File: config.mk
export PLATFORM = sky130hd
export DESIGN_NAME = cap_touch_status_readout
export DESIGN_NICKNAME = d
export VERILOG_FILES = /design/src/logic/cap_touch_status_readout.v
export VERILOG_INCLUDE_DIRS = /design/src /design/src/logic
export SDC_FILE = /design/constraint.sdc
export NUM_CORES = 1
export LEC_CHECK = 0
export BUFFER_PORTS_ARGS = -buffer_cell sky130_fd_sc_hd__buf_2
export CAP_MARGIN = 20
export CORE_MARGIN = 1.5
export CORE_UTILIZATION = 49
export CTS_BUF_LIST = sky130_fd_sc_hd__clkbuf_4 sky130_fd_sc_hd__clkbuf_8
export DETAILED_ROUTE_END_ITERATION = 7
export PLACE_DENSITY = 0.73
export SLEW_MARGIN = 30
export SYNTH_ARGS = -nofsm -noshare
export SYNTH_HDL_FRONTEND = slang
export SYNTH_SLANG_ARGS = --single-unit
File: constraint.sdc
create_clock -name pclk -period 5.4 [get_ports pclk]
set_input_delay 1.08 -clock pclk [delete_from_list [all_inputs] [get_ports pclk]]
set_output_delay 1.08 -clock pclk [all_outputs]
set_load 0.005 [all_outputs]
File: src/logic/cap_touch_regs.vh
// Register map, field positions and reset values of the capacitive touch status readout.
// Assumes an APB master with 32-bit data and byte addresses.
// Summary of operation
// - Delta bytes are signed eight-bit values that saturate at -128 and 127.
// - Electrodes 0 to 3 each report a delta against their baseline.
// - Motion status bit 7 is set while movement is being detected.
// - Motion bit 6 gives direction, 1 incrementing, held after movement stops.
// - Motion bits 3-0 count positions advanced since the previous update.
// - Position status bit 7 shows a touch on the control.
// - Position bit 6 flags non-adjacent electrodes touched together.
// - Position bits 4-0 give the absolute actuated position.
// - Adjacent electrode pairs report intermediate positions, so resolution exceeds electrode count.
// - Key events for electrodes 0 to 3 are queued only in keypad mode.
// - Queue entry bit 7 is 1 for a release, 0 for a press.
// - Queue entry bits 1-0 give the key index; bits 6-2 read zero.
// - Status registers other than interrupt status are read only; writes get an error response.
// - Keypad mode is control type field equal to both ones.
`ifndef CAP_TOUCH_REGS_VH
`define CAP_TOUCH_REGS_VH
`define ADDR_DELTA0      8'h00
`define ADDR_DELTA3      8'h0c
`define ADDR_MOTION      8'h10
`define ADDR_POSITION    8'h14
`define ADDR_KEY_QUEUE   8'h18
`define ADDR_CONFIG      8'h1c
`define ADDR_IRQ_STATUS  8'h20
`define ADDR_IRQ_MASK    8'h24
`define CFG_TYPE_HI      6
`define CFG_TYPE_LO      5
`define CFG_RESET        8'h00
`define TYPE_DISABLED    2'h0
`define TYPE_ROTARY      2'h1
`define TYPE_SLIDER      2'h2
`define TYPE_KEYPAD      2'h3
`define MOT_ACTIVE_BIT   7
`define MOT_DIR_BIT      6
`define POS_TOUCH_BIT    7
`define POS_INVALID_BIT  6
`define KEY_RELEASE_BIT  7
`define IRQ_KEY_BIT      0
`define IRQ_MOTION_BIT   1
`define IRQ_INVALID_BIT  2
`define IRQ_W            3
`define DELTA_MAX        8'h7f
`define DELTA_MIN        8'h80
`endif

File: src/logic/cap_touch_status_readout.v
// Capacitive touch status readout: delta, slider/rotary status and keypad event queue over APB.
// Assumes the measurement logic on pclk supplies raw deltas, touch bits and an update strobe.
`timescale 1ns/1ps
`include "cap_touch_regs.vh"
// Register map, one byte per 32-bit word in bits 7:0:
//   0x00-0x0c  delta of electrodes 0 to 3, read only
//              signed, saturating at -128 and 127
//   0x10       motion status, read only
//              bit 7    movement seen on the last update
//              bit 6    direction, 1 incrementing, held while still
//              bits 3-0 positions advanced since the previous update
//   0x14       position status, read only
//              bit 7    control touched
//              bit 6    invalid electrode combination
//              bits 4-0 last valid absolute position
//   0x18       key event queue, read only, a read pops the oldest entry
//              bit 7    1 for a release, 0 for a press
//              bits 1-0 electrode index, bits 6-2 read zero
//   0x1c       configuration, bits 6-5 electrode control type
//              0 off, 1 rotary, 2 slider, 3 keypad
//   0x20       interrupt status, write one to clear
//   0x24       interrupt mask, same layout as the status
//              bit 0    key event queued
//              bit 1    movement detected
//              bit 2    invalid combination began
//
// Bus behaviour:
//   pready is tied high, every transfer ends in its first access cycle.
//   Read data is latched in the setup cycle and holds until the next setup.
//   Writes to read-only words and any unmapped access end with pslverr.
//   A refused write changes nothing.
//   Reading an empty queue returns zero and is not an error.
//
// Sensor side:
//   raw_delta, electrode_touched and sample_update come from logic on pclk,
//   so they are used without synchronisers.
//   Delta, motion and position status change only on the cycle after a sample_update pulse.
//   Keypad events are taken one per cycle, lowest changed electrode first.
//   A full queue stalls new events rather than dropping them; the host must
//   drain it to see later key changes.
//   Changing the control type does not flush the queue.
//   In keypad mode the slider and rotary status read as not touched.
//   Three or more touched electrodes always count as invalid on a slider or rotary.
module cap_touch_status_readout #(
  parameter RAW_W   = 16,
  parameter QDEPTH  = 8,
  parameter QAW     = 3
) (
  input  wire                 pclk,
  input  wire                 presetn,
  input  wire                 psel,
  input  wire                 penable,
  input  wire                 pwrite,
  input  wire [7:0]           paddr,
  input  wire [31:0]          pwdata,
  output wire                 pready,
  output reg  [31:0]          prdata,
  output wire                 pslverr,
  input  wire [4*RAW_W-1:0]   raw_delta,
  input  wire [3:0]           electrode_touched,
  input  wire                 sample_update,
  output wire [1:0]           electrode_control_type,
  output wire                 irq
);

  reg  [7:0]        config_reg;
  reg  [31:0]       electrode_delta_value;
  reg               motion_active;
  reg               motion_direction;
  reg  [3:0]        steps_advanced;
  reg               control_touched;
  reg               invalid_combination;
  reg  [4:0]        position;
  reg  [4:0]        prev_position;
  reg               prev_valid;
  reg  [3:0]        reported_keys;
  reg  [7:0]        queue_mem [0:QDEPTH-1];
  reg  [QAW-1:0]    wr_ptr;
  reg  [QAW-1:0]    rd_ptr;
  reg  [QAW:0]      q_count;
  reg  [`IRQ_W-1:0] irq_status;
  reg  [`IRQ_W-1:0] irq_mask;

  wire setup    = psel & ~penable;
  wire access   = psel & penable;
  wire is_delta = (paddr >= `ADDR_DELTA0) && (paddr <= `ADDR_DELTA3) && (paddr[1:0] == 2'h0);
  wire is_ro    = is_delta || (paddr == `ADDR_MOTION) || (paddr == `ADDR_POSITION) || (paddr == `ADDR_KEY_QUEUE);
  wire is_rw    = (paddr == `ADDR_CONFIG) || (paddr == `ADDR_IRQ_STATUS) || (paddr == `ADDR_IRQ_MASK);
  wire wr_ok    = access & pwrite & is_rw;

  // Per-register hits, shared by the write and pop paths
  wire hit_queue    = (paddr == `ADDR_KEY_QUEUE);
  wire hit_config   = (paddr == `ADDR_CONFIG);
  wire hit_irq_stat = (paddr == `ADDR_IRQ_STATUS);
  wire hit_irq_mask = (paddr == `ADDR_IRQ_MASK);
  wire wr_config    = wr_ok & hit_config;
  wire wr_irq_stat  = wr_ok & hit_irq_stat;
  wire wr_irq_mask  = wr_ok & hit_irq_mask;

  assign pready  = 1'b1;
  // Writes to status registers other than interrupt status and any unmapped access end with an error
  wire write_refused = access & pwrite & ~is_rw;
  wire addr_unmapped = access & ~is_ro & ~is_rw;
  assign pslverr = write_refused | addr_unmapped;

  assign electrode_control_type = config_reg[`CFG_TYPE_HI:`CFG_TYPE_LO];
  wire keypad_mode = (electrode_control_type == `TYPE_KEYPAD);
  wire rotary_mode = (electrode_control_type == `TYPE_ROTARY);
  wire sr_mode     = rotary_mode || (electrode_control_type == `TYPE_SLIDER);

  // Delta saturation, one lane per electrode
  wire [31:0] next_delta;
  genvar g;
  generate
    for (g = 0; g < 4; g = g + 1) begin : g_delta
      wire signed [RAW_W-1:0] raw = raw_delta[g*RAW_W +: RAW_W];
      assign next_delta[g*8 +: 8] = (raw > $signed(16'sd127))  ? `DELTA_MAX :
                                    (raw < -$signed(16'sd128)) ? `DELTA_MIN :
                                    raw[7:0];
    end
  endgenerate

  // Position decode: single electrode i gives 2i, adjacent pair i,i+1 gives 2i+1
  reg       next_invalid;
  reg [4:0] next_position;
  reg [2:0] n_touched;
  integer   i;
  always @* begin
    next_invalid  = 1'b0;
    next_position = 5'h00;
    n_touched     = 3'h0;
    for (i = 0; i < 4; i = i + 1) begin
      if (electrode_touched[i])
        n_touched = n_touched + 3'h1;
    end
    case (electrode_touched)
      4'b0001: next_position = 5'h00;
      4'b0011: next_position = 5'h01;
      4'b0010: next_position = 5'h02;
      4'b0110: next_position = 5'h03;
      4'b0100: next_position = 5'h04;
      4'b1100: next_position = 5'h05;
      4'b1000: next_position = 5'h06;
      4'b1001: begin
        // Electrodes 3 and 0 only neighbour each other on a closed ring
        if (rotary_mode)
          next_position = 5'h07;
        else
          next_invalid = 1'b1;
      end
      4'b0000: next_position = 5'h00;
      default: next_invalid = 1'b1;
    endcase
    if (n_touched > 3'h2)
      next_invalid = 1'b1;
  end

  // Signed step between updates, folded into half a turn on the rotary
  // A jump of more than half a turn is taken as the shorter way round
  wire signed [5:0] raw_step = $signed({1'b0, next_position}) - $signed({1'b0, prev_position});
  reg  signed [5:0] step;
  reg         [5:0] step_mag;
  always @* begin
    step = raw_step;
    if (rotary_mode && (raw_step > 6'sd4))
      step = raw_step - 6'sd8;
    else if (rotary_mode && (raw_step < -6'sd4))
      step = raw_step + 6'sd8;
    step_mag = step[5] ? (6'h00 - step) : step;
  end

  wire cur_valid = sr_mode & (|electrode_touched) & ~next_invalid;
  wire moving    = sample_update & cur_valid & prev_valid & (step != 6'sd0);

  always @(posedge pclk or negedge presetn) begin
    if (!presetn) begin
      electrode_delta_value <= 32'h00000000;
      motion_active         <= 1'b0;
      motion_direction      <= 1'b0;
      steps_advanced        <= 4'h0;
      control_touched       <= 1'b0;
      invalid_combination   <= 1'b0;
      position              <= 5'h00;
      prev_position         <= 5'h00;
      prev_valid            <= 1'b0;
    end else if (sample_update) begin
      electrode_delta_value <= next_delta;
      control_touched       <= sr_mode & (|electrode_touched);
      invalid_combination   <= sr_mode & next_invalid;
      motion_active         <= moving;
      // Step count saturates at the field width on very fast swipes
      steps_advanced        <= moving ? ((step_mag > 6'h0f) ? 4'hf : step_mag[3:0]) : 4'h0;
      if (moving)
        motion_direction <= ~step[5];
      if (cur_valid) begin
        position      <= next_position;
        prev_position <= next_position;
      end
      prev_valid <= cur_valid;
    end
  end

  // Key event queue: one event per cycle, lowest changed key first
  reg       change_found;
  reg [1:0] change_key;
  always @* begin
    change_found = 1'b0;
    change_key   = 2'h0;
    for (i = 3; i >= 0; i = i - 1) begin
      if (electrode_touched[i] != reported_keys[i]) begin
        change_found = 1'b1;
        change_key   = i[1:0];
      end
    end
  end

  wire q_full  = (q_count == QDEPTH[QAW:0]);
  wire q_empty = (q_count == {(QAW+1){1'b0}});
  // A full queue holds the change pending, so no event is lost
  wire push    = keypad_mode & change_found & ~q_full;
  // Depth must be a power of two: the pointers wrap by overflow
  wire pop     = access & ~pwrite & hit_queue & ~q_empty;
  wire [7:0] event_entry = {~electrode_touched[change_key], 5'h00, change_key};

  always @(posedge pclk) begin
    if (push)
      queue_mem[wr_ptr] <= event_entry;
  end

  always @(posedge pclk or negedge presetn) begin
    if (!presetn) begin
      reported_keys <= 4'h0;
      wr_ptr        <= {QAW{1'b0}};
      rd_ptr        <= {QAW{1'b0}};
      q_count       <= {(QAW+1){1'b0}};
    end else begin
      if (!keypad_mode)
        reported_keys <= electrode_touched;
      else if (push)
        reported_keys[change_key] <= electrode_touched[change_key];
      if (push)
        wr_ptr <= wr_ptr + 1'b1;
      if (pop)
        rd_ptr <= rd_ptr + 1'b1;
      if (push && !pop)
        q_count <= q_count + 1'b1;
      else if (pop && !push)
        q_count <= q_count - 1'b1;
    end
  end

  // Interrupt flags: hardware set wins over a write-one clear in the same cycle
  // Invalid flag fires only on the update that begins an invalid combination
  wire irq_set_invalid = sample_update & sr_mode & next_invalid & ~invalid_combination;
  wire irq_set_motion  = moving;
  wire irq_set_key     = push;
  wire [`IRQ_W-1:0] irq_set = {irq_set_invalid, irq_set_motion, irq_set_key};
  wire [`IRQ_W-1:0] irq_clr = wr_irq_stat ? pwdata[`IRQ_W-1:0] : {`IRQ_W{1'b0}};
  assign irq = |(irq_status & irq_mask);

  always @(posedge pclk or negedge presetn) begin
    if (!presetn) begin
      config_reg <= `CFG_RESET;
      irq_status <= {`IRQ_W{1'b0}};
      irq_mask   <= {`IRQ_W{1'b0}};
    end else begin
      irq_status <= (irq_status & ~irq_clr) | irq_set;
      if (wr_config)
        config_reg <= {1'b0, pwdata[`CFG_TYPE_HI:`CFG_TYPE_LO], 5'h00};
      if (wr_irq_mask)
        irq_mask <= pwdata[`IRQ_W-1:0];
    end
  end

  // Read data is captured in the setup cycle so the zero-wait access phase sees a flop
  reg [7:0] rd_byte;
  always @* begin
    rd_byte = 8'h00;
    if (is_delta)
      rd_byte = electrode_delta_value[paddr[3:2]*8 +: 8];
    else begin
      case (paddr)
        `ADDR_MOTION:     rd_byte = {motion_active, motion_direction, 2'h0, steps_advanced};
        `ADDR_POSITION:   rd_byte = {control_touched, invalid_combination, 1'b0, position};
        `ADDR_KEY_QUEUE:  rd_byte = q_empty ? 8'h00 : queue_mem[rd_ptr];
        `ADDR_CONFIG:     rd_byte = config_reg;
        `ADDR_IRQ_STATUS: rd_byte = {5'h00, irq_status};
        `ADDR_IRQ_MASK:   rd_byte = {5'h00, irq_mask};
        default:          rd_byte = 8'h00;
      endcase
    end
  end

  always @(posedge pclk or negedge presetn) begin
    if (!presetn) begin
      prdata <= 32'h00000000;
    end else if (setup) begin
      // Upper bytes are always zero: each register is one byte wide
      prdata <= {24'h000000, rd_byte};
    end
  end

endmodule // cap_touch_status_readout

# [Word level (Yosys, flattened, before mapping)]
# Memories as Yosys holds them, arrays and structs flattened.
# Cells that the tools add are included.
[word_totals] reg_bits=76 ramBits=24 input_bits=114 wordCells=177 mem_count=1
[op_classes] add_sub_neg=11 order_cmp=16 eq_ne=23 shifts=1 muxes=45 bitwise=39 n_reduce_logical=25
[mem_list] name="queue_mem" depth=8 word_bits=3 read_ports=1 rd_clocked_by_memory_dff=0 write_ports=1 line="cap_touch_status_readout.v:77" text="reg [7:0] queue_mem [0:QDEPTH-1];"
[ops] operator="$mux W8" count=10
[ops] operator="$gt A16 B8 Y1 const B" count=4
[ops] operator="$lt A16 B8 Y1 const B" count=4
[ops] operator="$pmux W8 S6" count=1
[ops] operator="$eq A8 B5 Y1 const B" count=4
[ops] operator="$shiftx A32 B6 Y8" count=1
[ops] operator="$and A1 B1 Y1" count=24
[ops] operator="$mux W4" count=6
[ops] operator="$pmux W3 S7" count=1
[ops] operator="$mux W6" count=3
[ops] operator="$eq A4 B4 Y1 const B" count=4
[ops] operator="$eq A8 B6 Y1 const B" count=2
[ops] operator="$add A3 B1 Y3 const B" count=5
[ops] operator="$mux W3" count=5
[ops] operator="$gt A6 B4 Y1 const B" count=2
[ops] operator="$mux W1" count=11
[ops] operator="$not A1 Y1" count=10
[ops] operator="$eq A4 B2 Y1 const B" count=2
[ops] operator="$eq A4 B3 Y1 const B" count=2
[ops] operator="$ge A8 B1 Y1 const B" count=1
[ops] operator="$le A8 B4 Y1 const B" count=1
[ops] operator="$logic_not A4 Y1" count=2
[ops] operator="$mux W2" count=4
[ops] operator="$reduce_or A8 Y1" count=1
[ops] operator="32 further kinds" count=50

# [Logic depth before layout (Yosys ltp)]
# Gate-level depths: netlist (run 1).
[depth] word_depth=15 depth_mapped=18

# [Least setup slack after synthesis (run 1)]
# Ideal clock, no wire load.
[synth_path] path_type="input to register" start="input port electrode_touched[0]" end="register motion_direction" setup_ns=0.125 arrival_ns=4.573 slack_ns=0.703 path_stages=17 path_cell_list="clkbuf_1 > inv_1 > ha_1 > nor2_1 > a221oi_1 > ha_1 > a21oi_1 > and2_1 > clkbuf_1 > inv_1 > ha_1 > inv_1 > o21a_1 > a21oi_1 > o31a_1 > o2111ai_1 > mux2_2"
[synth_lines] element="start, declared" line="cap_touch_status_readout.v:60" text="input wire [3:0] electrode_touched,"
[synth_lines] element="$eq A4 B4 Y1, or another cell as far along" line="cap_touch_status_readout.v:136" text="case (electrode_touched)"
[synth_lines] element="$pmux W3 S7 *" line="cap_touch_status_readout.v:136"
[synth_lines] element="net next_position[2]" line="cap_touch_status_readout.v:125" text="reg [4:0] next_position;"
[synth_lines] element="$sub A5 B5 Y6 *" line="cap_touch_status_readout.v:160" text="wire signed [5:0] raw_step = $signed({1'b0, next_position}) - $signed({1'b0, prev_position});"
[synth_lines] element="$lt A6 B3 Y1" line="cap_touch_status_readout.v:167" text="else if (rotary_mode && (raw_step < -6'sd4))"
[synth_lines] element="$logic_and A1 B1 Y1" line="cap_touch_status_readout.v:167"
[synth_lines] element="$mux W6" line="cap_touch_status_readout.v:167"
[synth_lines] element="$mux W6 *" line="cap_touch_status_readout.v:165" text="if (rotary_mode && (raw_step > 6'sd4))"
[synth_lines] element="$reduce_bool A6 Y1" line="cap_touch_status_readout.v:173" text="wire moving = sample_update & cur_valid & prev_valid & (step != 6'sd0);"
[synth_lines] element="$and A1 B1 Y1" line="cap_touch_status_readout.v:173"
[synth_lines] element="$reduce_and A2 Y1 (no line)"
[synth_lines] element="end signal, assigned" line="cap_touch_status_readout.v:194" text="motion_direction <= ~step[5];"
[synth_lines] element="end, declared" line="cap_touch_status_readout.v:69" text="reg motion_direction;"
# The timed path passes the listed nets; every way through them passes the cells marked *.
# A chain may end at the register's enable or synchronous reset.

# [Final worst setup path (run 1)]
[layout_path] start="input port electrode_touched[0]" end="register motion_direction"
[layout_via] elab_chain_len=15
[layout_rtl] element="$mux W1" line="cap_touch_status_readout.v:133" text="if (electrode_touched[i])"
[layout_rtl] element="$add A3 B1 Y3" line="cap_touch_status_readout.v:134" text="n_touched = n_touched + 3'h1;"
[layout_rtl] element="$mux W3" line="cap_touch_status_readout.v:133"
[layout_rtl] element="$add A3 B1 Y3" line="cap_touch_status_readout.v:134"
[layout_rtl] element="$mux W3" line="cap_touch_status_readout.v:133"
[layout_rtl] element="$add A3 B1 Y3" line="cap_touch_status_readout.v:134"
[layout_rtl] element="$mux W3" line="cap_touch_status_readout.v:133"
[layout_rtl] element="$gt A3 B2 Y1" line="cap_touch_status_readout.v:154" text="if (n_touched > 3'h2)"
[layout_rtl] element="$mux W1" line="cap_touch_status_readout.v:154"
[layout_rtl] element="$not A1 Y1" line="cap_touch_status_readout.v:172" text="wire cur_valid = sr_mode & (|electrode_touched) & ~next_invalid;"
[layout_rtl] element="$and A1 B1 Y1" line="cap_touch_status_readout.v:172"
[layout_rtl] element="$and A1 B1 Y1 (3 in a row)" line="cap_touch_status_readout.v:173"
[layout_rtl] element="$reduce_and A2 Y1 (no line)"
# Several ways; a longest one is shown, not always the timed one.

==> metrics, run 1 <==
row cnt 39; Worst Skew 15.76 ps; synth unique cells 66; Syn Area/Cell 10.66 sq um; Largest register FFs 32; Synthesis Warnings 0; routed len/inst 17.20 microns; Yosys reg bits 98; Crit Path Class input pin to register; fin crit period 4541 ps; crit-path max FO 9; residual DRC count 0; Synth Flop Type dfrtp_1; fin util 56.08%; GRT Util Overall 21.96%; drt via density 5.805; Initial Utilization 50.18%; DP Area 6208 sq um; Crit. End Element register; Max Cap Viol 0; power per cell area 239.7 nW/um^2; CP arrival 4790 ps; RSZ-0062 raised after global routing no; Worst-Skew Late Latency 380 ps; R2R Setup Slk 1290 ps; hpwl dp 10.08 mm; post-CTS sizing 0; Final period util 84.10%; largest net degree at the start of global routing 66; fill count 982; Iter 0 DRT Violations 332; Post-CTS Setup Inserts 0; H-tree levels 3; die width 110.9 microns; vias in the first global route 4,426; GPL Wtd Cong 0.8988; DRT antenna net count 0; Die Ht 110.9 microns; status completed; Setup TNS 0 ps; fmax 220.2 MHz; Root Buffer clkbuf_8; Most flops, register electrode_delta_value; sequential area share after synthesis 45.09%; final hold violation count 0; core area 11,370 sq um; layout cells sized above 1 24.52%; Overflow after GRT 0; fin area 6376 sq um; CTS buffer count 9; VDD IR max 178.5 uV; clock buffer depth 2; clock-pin slew on the worst setup and hold paths 90 ps; Cell Area, Synth 5705 sq um; clock tree from TritonCTS built; detailed-router iteration count before antenna repair 6; leakage power 0.002792 uW; first-pass GRT wire length 21.71 mm; number of enable flip-flop cells after synthesis 24; overall power 1529 uW; initial antenna violation count 0; PortBufs 98; Slew Limit Fails 0; Layout area overhead 11.75%; IO Count 151; setup violators final 0; Async SR Flop Fraction 75.51%; CTS Sinks 98; slew at the pin with the worst max-slew slack 939.0 ps; diode count 0; final wirelength 13.26 mm; Regs by FF count electrode_delta_value (32), queue_mem (24), prdata (8); slew margin rel. 37.02%; Cells after Synth 535; Die Area 12,300 sq um; # nets final 761; CTS Hold Bufs 0; startpoint types input pin; hold crit path type register to register; Via Count 4,476; Critical Path RT 5650 ps
==> worst paths after layout <==
path | from | endpoint | cells past startpoint
max | electrode_touched[0] | motion_direction | 17
max in group asynchronous | presetn | irq_status[1] | 2
min | prdata[6] | prdata[6] | 2
min in group asynchronous | presetn | q_count[0] | 1
max reg2reg | config_reg[6] | motion_direction | 16
min reg2reg | prdata[6] | prdata[6] | 2
==> report_power, final <==
group / switching [uW] / leakage, uW / internal, uW
combinational: 157 / 0.00154 / 125
clock: 260 / 0.0000884 / 166
sequential: 24.9 / 0.00117 / 796
==> cells by family (layout without fill, tap and decap cells) <==
group,after synthesis,count (layout),synth area share (%)
compound gates,120,120,15.07
fa+ha+maj,25,25,5.833
xor+xnor,14,14,2.149
other cells,2,25,0.1316
simple gates,161,161,14.25
flops,98,98,45.09
buf+inv,73,143,6.601
mux,42,42,10.88
==> stage by stage <==
step	std cells	hold WS [ps]	worst slack [ps]
after floorplan	558	450.9	702.7
after global placement	755	463.1	655.7
after detailed placement	755	474.5	514.2
after CTS	771	495.4	907.9
after global routing	771	520.3	616.5
final	771	488.5	858.9
==> metal layers <==
layer	GRT usage [%]	share of wire, %	vias to the layer above
met5	0	0	-
met4	7.350	2.0	0
met3	3.445	4.2	25
met2	36.71	50	125
met1	29.38	44	2229
li1	-	-	2097
==> Yosys cell counts (12+ instances only) <==
master	count	area share (%)
clkbuf_1	17	1.1
dfrtp_1	74	32
o21ai_0	19	1.7
a21oi_1	21	1.8
ha_1	21	4.6
buf_4	25	3.3
edfxtp_1	24	13
nand2_1	35	2.3
nor2_1	53	3.5
nor4_1	12	1.3
mux4_2	14	5.5
mux2_2	16	3.2
o2bb2ai_1	24	3.7
inv_1	25	1.6
==> critical path: stages <==
cell and delay (ps):
buf_2 180, inv_1 120, ha_1 300, nor2_1 160, nor3_1 80, nor2_1 170
ha_1 190, inv_1 50, fa_1 370, fa_1 550, a21bo_2 270, and3b_1 260
o221ai_1 140, o31a_1 140, o2111ai_1 200, buf_4 180, mux2_2 340
==> layout make-up <==
class / instances / area (sq um) / share of cell area (%)
clock buffer: 9 / 123.9 / 1.943
clock inverter: 7 / 43.79 / 0.6868
inverter: 25 / 93.84 / 1.472
multi-input combinational: 387 / 2843 / 44.58
sequential: 98 / 2572 / 40.35
tap: 143 / 178.9 / 2.806
timing repair buffer: 102 / 520.5 / 8.163
==> placed cells by master (no fill, tap or decap), drive strengths merged, types with 7 or more instances in the layout <==
cell,count
nor3b,8
mux2,17
nor2,53
o2bb2ai,24
edfxtp,24
nor3,10
o21ai,19
nand2,35
conb,25
dfrtp,74
a21oi,21
xor2,7
clkbuf,9
xnor2,7
ha,21
nand4,9
nor4,13
buf,102
mux2i,11
o22ai,7
inv,26
a21o,7
mux4,14
nand2b,7
(Power assumes the default switching activity.)
==> run 2, diff against run 1 <==
==> constraint.sdc (replaced) <==
create_clock -name pclk -period 4.29 [get_ports pclk]
set_input_delay 0.858 -clock pclk [delete_from_list [all_inputs] [get_ports pclk]]
set_output_delay 0.858 -clock pclk [all_outputs]
set_load 0.005 [all_outputs]
==> metrics, run 2 (synthesized netlist as in run 1, its figures left out) <==
Worst Skew 14.75 ps (-1.010 ps); GRT Util Overall 22.55% (+0.59 points); power per cell area 316.9 nW/um^2 (+32%); Initial Utilization 50.18% (unchanged); most common cell after layout, fill and taps aside buf_2; clock buffer depth 2 (unchanged); Most flops, register electrode_delta_value; GPL Wtd Cong 0.8979 (-0.10%); clock tree from TritonCTS built; routed len/inst 17.10 microns (-0.55%); post-CTS sizing 0 (unchanged); slew at the pin with the worst max-slew slack 899.5 ps (-39.48 ps); Seq pwr share 49.4% (-4.3 points); Setup TNS 0 ps (unchanged); Max Cap Viol 0 (unchanged); die width 110.9 microns (unchanged); detailed-router iteration count before antenna repair 4 (-2); leakage power 0.002902 uW (+3.9%); CTS buffer count 9 (unchanged); Die Ht 110.9 microns (unchanged); setup violators final 0 (unchanged); hold crit path type register to register; row cnt 39 (unchanged); Worst-Skew Late Latency 380 ps (about the same); final hold violation count 0 (unchanged); fin area 6581 sq um (+3.2%); status completed; Post-CTS Setup Inserts 0 (unchanged); H-tree levels 3 (unchanged); Via Count 4,472 (-0.089%); final wirelength 13.46 mm (+1.5%); fin crit period 4004 ps; HP Start q_count[3]; Critical Path RT 4550 ps (-1100 ps); Int Power 1527 uW (+41%); overall power 2086 uW (+36%); startpoint types input pin; Root Buffer clkbuf_8; DRT antenna net count 0 (unchanged); Iter 0 DRT Violations 250 (-25%); PortBufs 98 (unchanged); initial antenna violation count 0 (unchanged); Crit. End Element register; DP Worst Slack -102.8 ps (-617.0 ps); hold depth 1 (-1); Hold Path Sink q_count[3]; drt via density 5.682 (-2.1%); CP arrival 4270 ps (-520 ps); Reg2Reg Launch Point config_reg[5]; Final period util 93.32%; IO Count 151 (unchanged); R2R depth 16 (unchanged); Reg-to-Reg End steps_advanced[0]; Layout area overhead 15.35%; Crit Path Class input pin to register; VDD IR max 253.5 uV (+42%); layout cells sized above 1 27.48% (+3.0 points); Net Sw Power 559.3 uW (+26%); core area 11,370 sq um (unchanged); Clock Power Share 32.6% (+4.7 points); # nets final 777 (+2.1%); fmax 249.8 MHz; clock-pin slew on the worst setup and hold paths 90 ps (about the same); diode count 0 (unchanged); vias in the first global route 4,528 (+2.3%); Net Sw Frac 26.81% (-2.1 points); CTS Hold Bufs 0 (unchanged); Die Area 12,300 sq um (unchanged); Regs by FF count electrode_delta_value (32), queue_mem (24), prdata (8); residual DRC count 0 (unchanged); Overflow after GRT 0 (unchanged); CTS Sinks 98 (unchanged); fin util 57.88% (+1.8 points); fill count 960 (-2.2%); Largest register FFs 32 (unchanged); Slew Limit Fails 0 (unchanged); most frequent cells in the layout 98 x buf_2, 74 x dfrtp_1, 53 x nor2_1; DP Area 6341 sq um (+2.1%); crit-path max FO 5 (-4); slew margin rel. 39.97% (+2.9 points); RSZ-0062 raised after global routing no; hpwl dp 10.44 mm (+3.5%); first-pass GRT wire length 21.91 mm (+0.92%); Final WS setup 286.5 ps (-572.4 ps); Logic pwr share 18.0% (-0.4 points); largest net degree at the start of global routing 50 (-24%); R2R Setup Slk 480 ps (-810 ps)
==> run 2: cell count changes in the layout (fill, tap and decap cells not counted), moves of 2 or more <==
cell / delta
bufinv_16: +2
clkinv_1: -2
clkinv_2: -2
buf_4: +16
==> run 2: stage by stage <==
| stage | instances | hold slack, ps |
|---|---|---|
| after CTS | 787 | 485.4 |
| final | 787 | 481.9 |
| after detailed placement | 771 | 469.5 |
| after floorplan | 558 | 450.9 |
| after global routing | 787 | 512.7 |
| after global placement | 771 | 463.0 |
==> run 2: power groups by stage <==
stage          Sequential [uW]  Clock [uW]  Combinational, uW
5_1_grt                   1040         723                419
3_5_place_dp              1050           0                371
6_report                  1030         680                375
2_1_floorplan             1040           0                251
4_1_cts                   1030         691                374
3_3_place_gp              1050           0                354
==> run 2: how the worst max path moves through the flow <==
stage                              start           endpoint  slack (ps)  cells after the start
floorplan           electrode_touched[0]   motion_direction          20                     17
global placement    electrode_touched[1]  steps_advanced[3]          60                     18
detailed placement  electrode_touched[1]  steps_advanced[3]        -100                     19
CTS                 electrode_touched[1]  steps_advanced[3]         260                     19
global route        electrode_touched[0]  steps_advanced[3]          20                     19
finish              electrode_touched[0]  steps_advanced[0]         290                     18
==> run 2: worst max-delay path, stage by stage <==
cell and delay (ps):
buf_2 120, inv_1 90, ha_1 230, nor2_1 120
nor3_1 60, nor2_1 150, ha_1 180, inv_1 60
fa_1 400, fa_1 410, buf_4 160, ha_1 170
inv_1 60, o21ai_0 160, o31a_1 410, a21o_1 180
mux2_2 310, a2bb2oi_1 150
==> run 2: final cells by class <==
cell class / instances / area (sq um) / area share, %
tap: 143 / 178.9 / 2.719
clock inverter: 5 / 86.33 / 1.312
multi-input combinational: 387 / 2864 / 43.52
inverter: 25 / 93.84 / 1.426
sequential: 98 / 2572 / 39.09
clock buffer: 11 / 145.1 / 2.205
timing repair buffer: 118 / 640.6 / 9.734
==> run 2: per-layer routing <==
metal / up-vias / global-route usage (%) / part of all wire (%)
met1: 2173 / 28.31 / 41
met4: 0 / 8.889 / 2.7
met2: 126 / 38.97 / 51
li1: 2141 / - / -
met5: - / 0 / 0
met3: 32 / 3.773 / 5.2
==> run 3, diff against run 2 <==
--- a/config.mk
+++ b/config.mk
@@ -6,13 +6,14 @@
 export SDC_FILE = /design/constraint.sdc
 export NUM_CORES = 1
 export LEC_CHECK = 0
+export ABC_CLOCK_PERIOD_IN_PS = 4290
 export BUFFER_PORTS_ARGS = -buffer_cell sky130_fd_sc_hd__buf_2
 export CAP_MARGIN = 20
 export CORE_MARGIN = 1.5
-export CORE_UTILIZATION = 49
+export CORE_UTILIZATION = 55
 export CTS_BUF_LIST = sky130_fd_sc_hd__clkbuf_4 sky130_fd_sc_hd__clkbuf_8
 export DETAILED_ROUTE_END_ITERATION = 7
-export PLACE_DENSITY = 0.73
+export PLACE_DENSITY = 0.88
 export SLEW_MARGIN = 30
 export SYNTH_ARGS = -nofsm -noshare
 export SYNTH_HDL_FRONTEND = slang
==> metrics, run 3 (synthesized netlist as in run 1, its figures left out) <==
M2 GR Usage 44.91% (+5.9 points); slew margin rel. 37.84% (-2.1 points); Worst Skew 12.04 ps (-2.714 ps); Final period util 94.14% (+0.82 points); Overflow after GRT 0 (unchanged); Logic pwr share 18.4% (+0.4 points); Crit Path Class input pin to register; Die Ht 104.9 microns (-5.5%); hold crit path type input pin to async pin; clock-pin slew on the worst setup and hold paths 90 ps (about the same); Die Area 10,990 sq um (-11%); Root Buffer clkbuf_8; routed len/inst 17.86 microns (+4.4%); DP Area 6314 sq um (-0.43%); PortBufs 98 (unchanged); power per cell area 309.6 nW/um^2 (-2.3%); DP Worst Slack -194.9 ps (-92.10 ps); met3 usage 5.864% (+2.1 points); first-pass GRT wire length 23.12 mm (+5.5%); fin area 6518 sq um (-0.97%); die width 104.9 microns (-5.5%); final hold violation count 0 (unchanged); Final WS setup 251.2 ps (-35.26 ps); Via Count 4,634 (+3.6%); initial antenna violation count 0 (unchanged); Int Power 1445 uW (-5.4%); Most Crowded Layer GR met2; row cnt 36 (-7.7%); GPL Wtd Cong 0.8680 (-3.3%); most common cell after layout, fill and taps aside buf_2; fin util 65.77% (+7.9 points); clock buffer depth 2 (unchanged); drt via density 5.979 (+5.2%); post-CTS sizing 0 (unchanged); Most flops, register electrode_delta_value; met1 GRT Util 32.10% (+3.8 points); slew at the pin with the worst max-slew slack 926.8 ps (+27.34 ps); leakage power 0.002867 uW (-1.2%); Clock Power Share 30.2% (-2.4 points); Post-CTS Setup Inserts 0 (unchanged); Worst-Skew Late Latency 380 ps (about the same); setup violators final 0 (unchanged); final wirelength 13.84 mm (+2.8%); DRT antenna net count 0 (unchanged); clock tree from TritonCTS built; H-tree levels 3 (unchanged); Net Sw Power 573.4 uW (+2.5%); crit-path max FO 5 (unchanged); Net Sw Frac 28.41% (+1.6 points); Initial Utilization 57.58% (+7.4 points); startpoint types input pin; Crit. End Element register; fin crit period 4039 ps (+35.26 ps); Regs by FF count electrode_delta_value (32), queue_mem (24), prdata (8); Seq pwr share 51.3% (+1.9 points); CTS buffer count 9 (unchanged); residual DRC count 0 (unchanged); GRT Util Overall 26.74% (+4.2 points); fmax 247.6 MHz (-0.87%); Critical Path RT 4550 ps (about the same); Layout area overhead 14.23%; status completed; RSZ-0062 raised after global routing no; layout cells sized above 1 26.95% (-0.54 points); VDD IR max 142.4 uV (-44%); # nets final 775 (-0.26%); vias in the first global route 4,809 (+6.2%); Max Cap Viol 0 (unchanged); CTS Sinks 98 (unchanged); most frequent cells in the layout 98 x buf_2, 74 x dfrtp_1, 53 x nor2_1; Largest register FFs 32 (unchanged); diode count 0 (unchanged); hold_ws 421.0 ps (-60.83 ps); Iter 0 DRT Violations 316 (+26%); hpwl dp 10.42 mm (-0.17%); largest net degree at the start of global routing 54 (+8.0%); core area 9910 sq um (-13%); R2R Setup Slk 380 ps (-100 ps); CP arrival 4300 ps (+30 ps); CTS Hold Bufs 0 (unchanged); Slew Limit Fails 0 (unchanged); detailed-router iteration count before antenna repair 4 (unchanged); IO Count 151 (unchanged)
run 3: cell types whose count changed in the layout (fill, tap and decap cells not counted), sizes merged:
cell and delta:
clkinv -1, inv +1, bufinv -1, clkbuf -2
buf -2, clkinvlp +3
run 3: per-layer routing:
layer / routed length (microns) / up-vias
met3: 898 / 45
met1: 5439 / 2262
met5: 0 / -
met4: 527 / 0
li1: - / 2134
met2: 6975 / 193
run 3: cell type report:
type                       instances  area (sq um)
clock buffer                       9         123.9
clock inverter                     7         77.57
fill                             737          3392
inverter                          25         93.84
multi-input combinational        387          2858
sequential                        98          2572
tap                              133         166.4
timing repair buffer             116         625.6
run 3: critical path, stage by stage:
cell and delay (ps):
buf_2 120, inv_1 80, ha_1 250, a21oi_1 160
nor3_1 60, nor2_1 170, ha_1 210, inv_1 60
fa_1 390, fa_2 370, inv_1 90, ha_1 150
a21bo_2 150, and3b_1 210, o221ai_1 200, o31a_1 230
mux2_2 390, a2bb2oi_1 160
run 3: final timing paths:
| kind | start | endpoint | cells past startpoint |
|---|---|---|---|
| max in group asynchronous | presetn | wr_ptr[1] | 2 |
| min in group pclk | prdata[4] | prdata[4] | 2 |
| worst min register to register | prdata[4] | prdata[4] | 2 |
| worst max register to register | config_reg[5] | steps_advanced[3] | 16 |
| worst max-delay path | electrode_touched[1] | steps_advanced[3] | 18 |
| worst min-delay path | presetn | electrode_delta_value[11] | 1 |
run 3: power by group through the flow:
stage,registers [uW],logic (uW),clock network [uW]
6_report,1040,372,610
5_1_grt,1040,413,648
4_1_cts,1030,370,610
3_5_place_dp,1050,367,0
3_3_place_gp,1050,345,0
2_1_floorplan,1040,251,0
run 3: per-stage QoR:
step                      std cells  power, uW  TNS [ps]
after floorplan                 558       1290         0
after global placement          759       1394         0
after detailed placement        759       1420    -814.7
after CTS                       775       2015         0
after global routing            775       2101         0
final                           775       2018         0
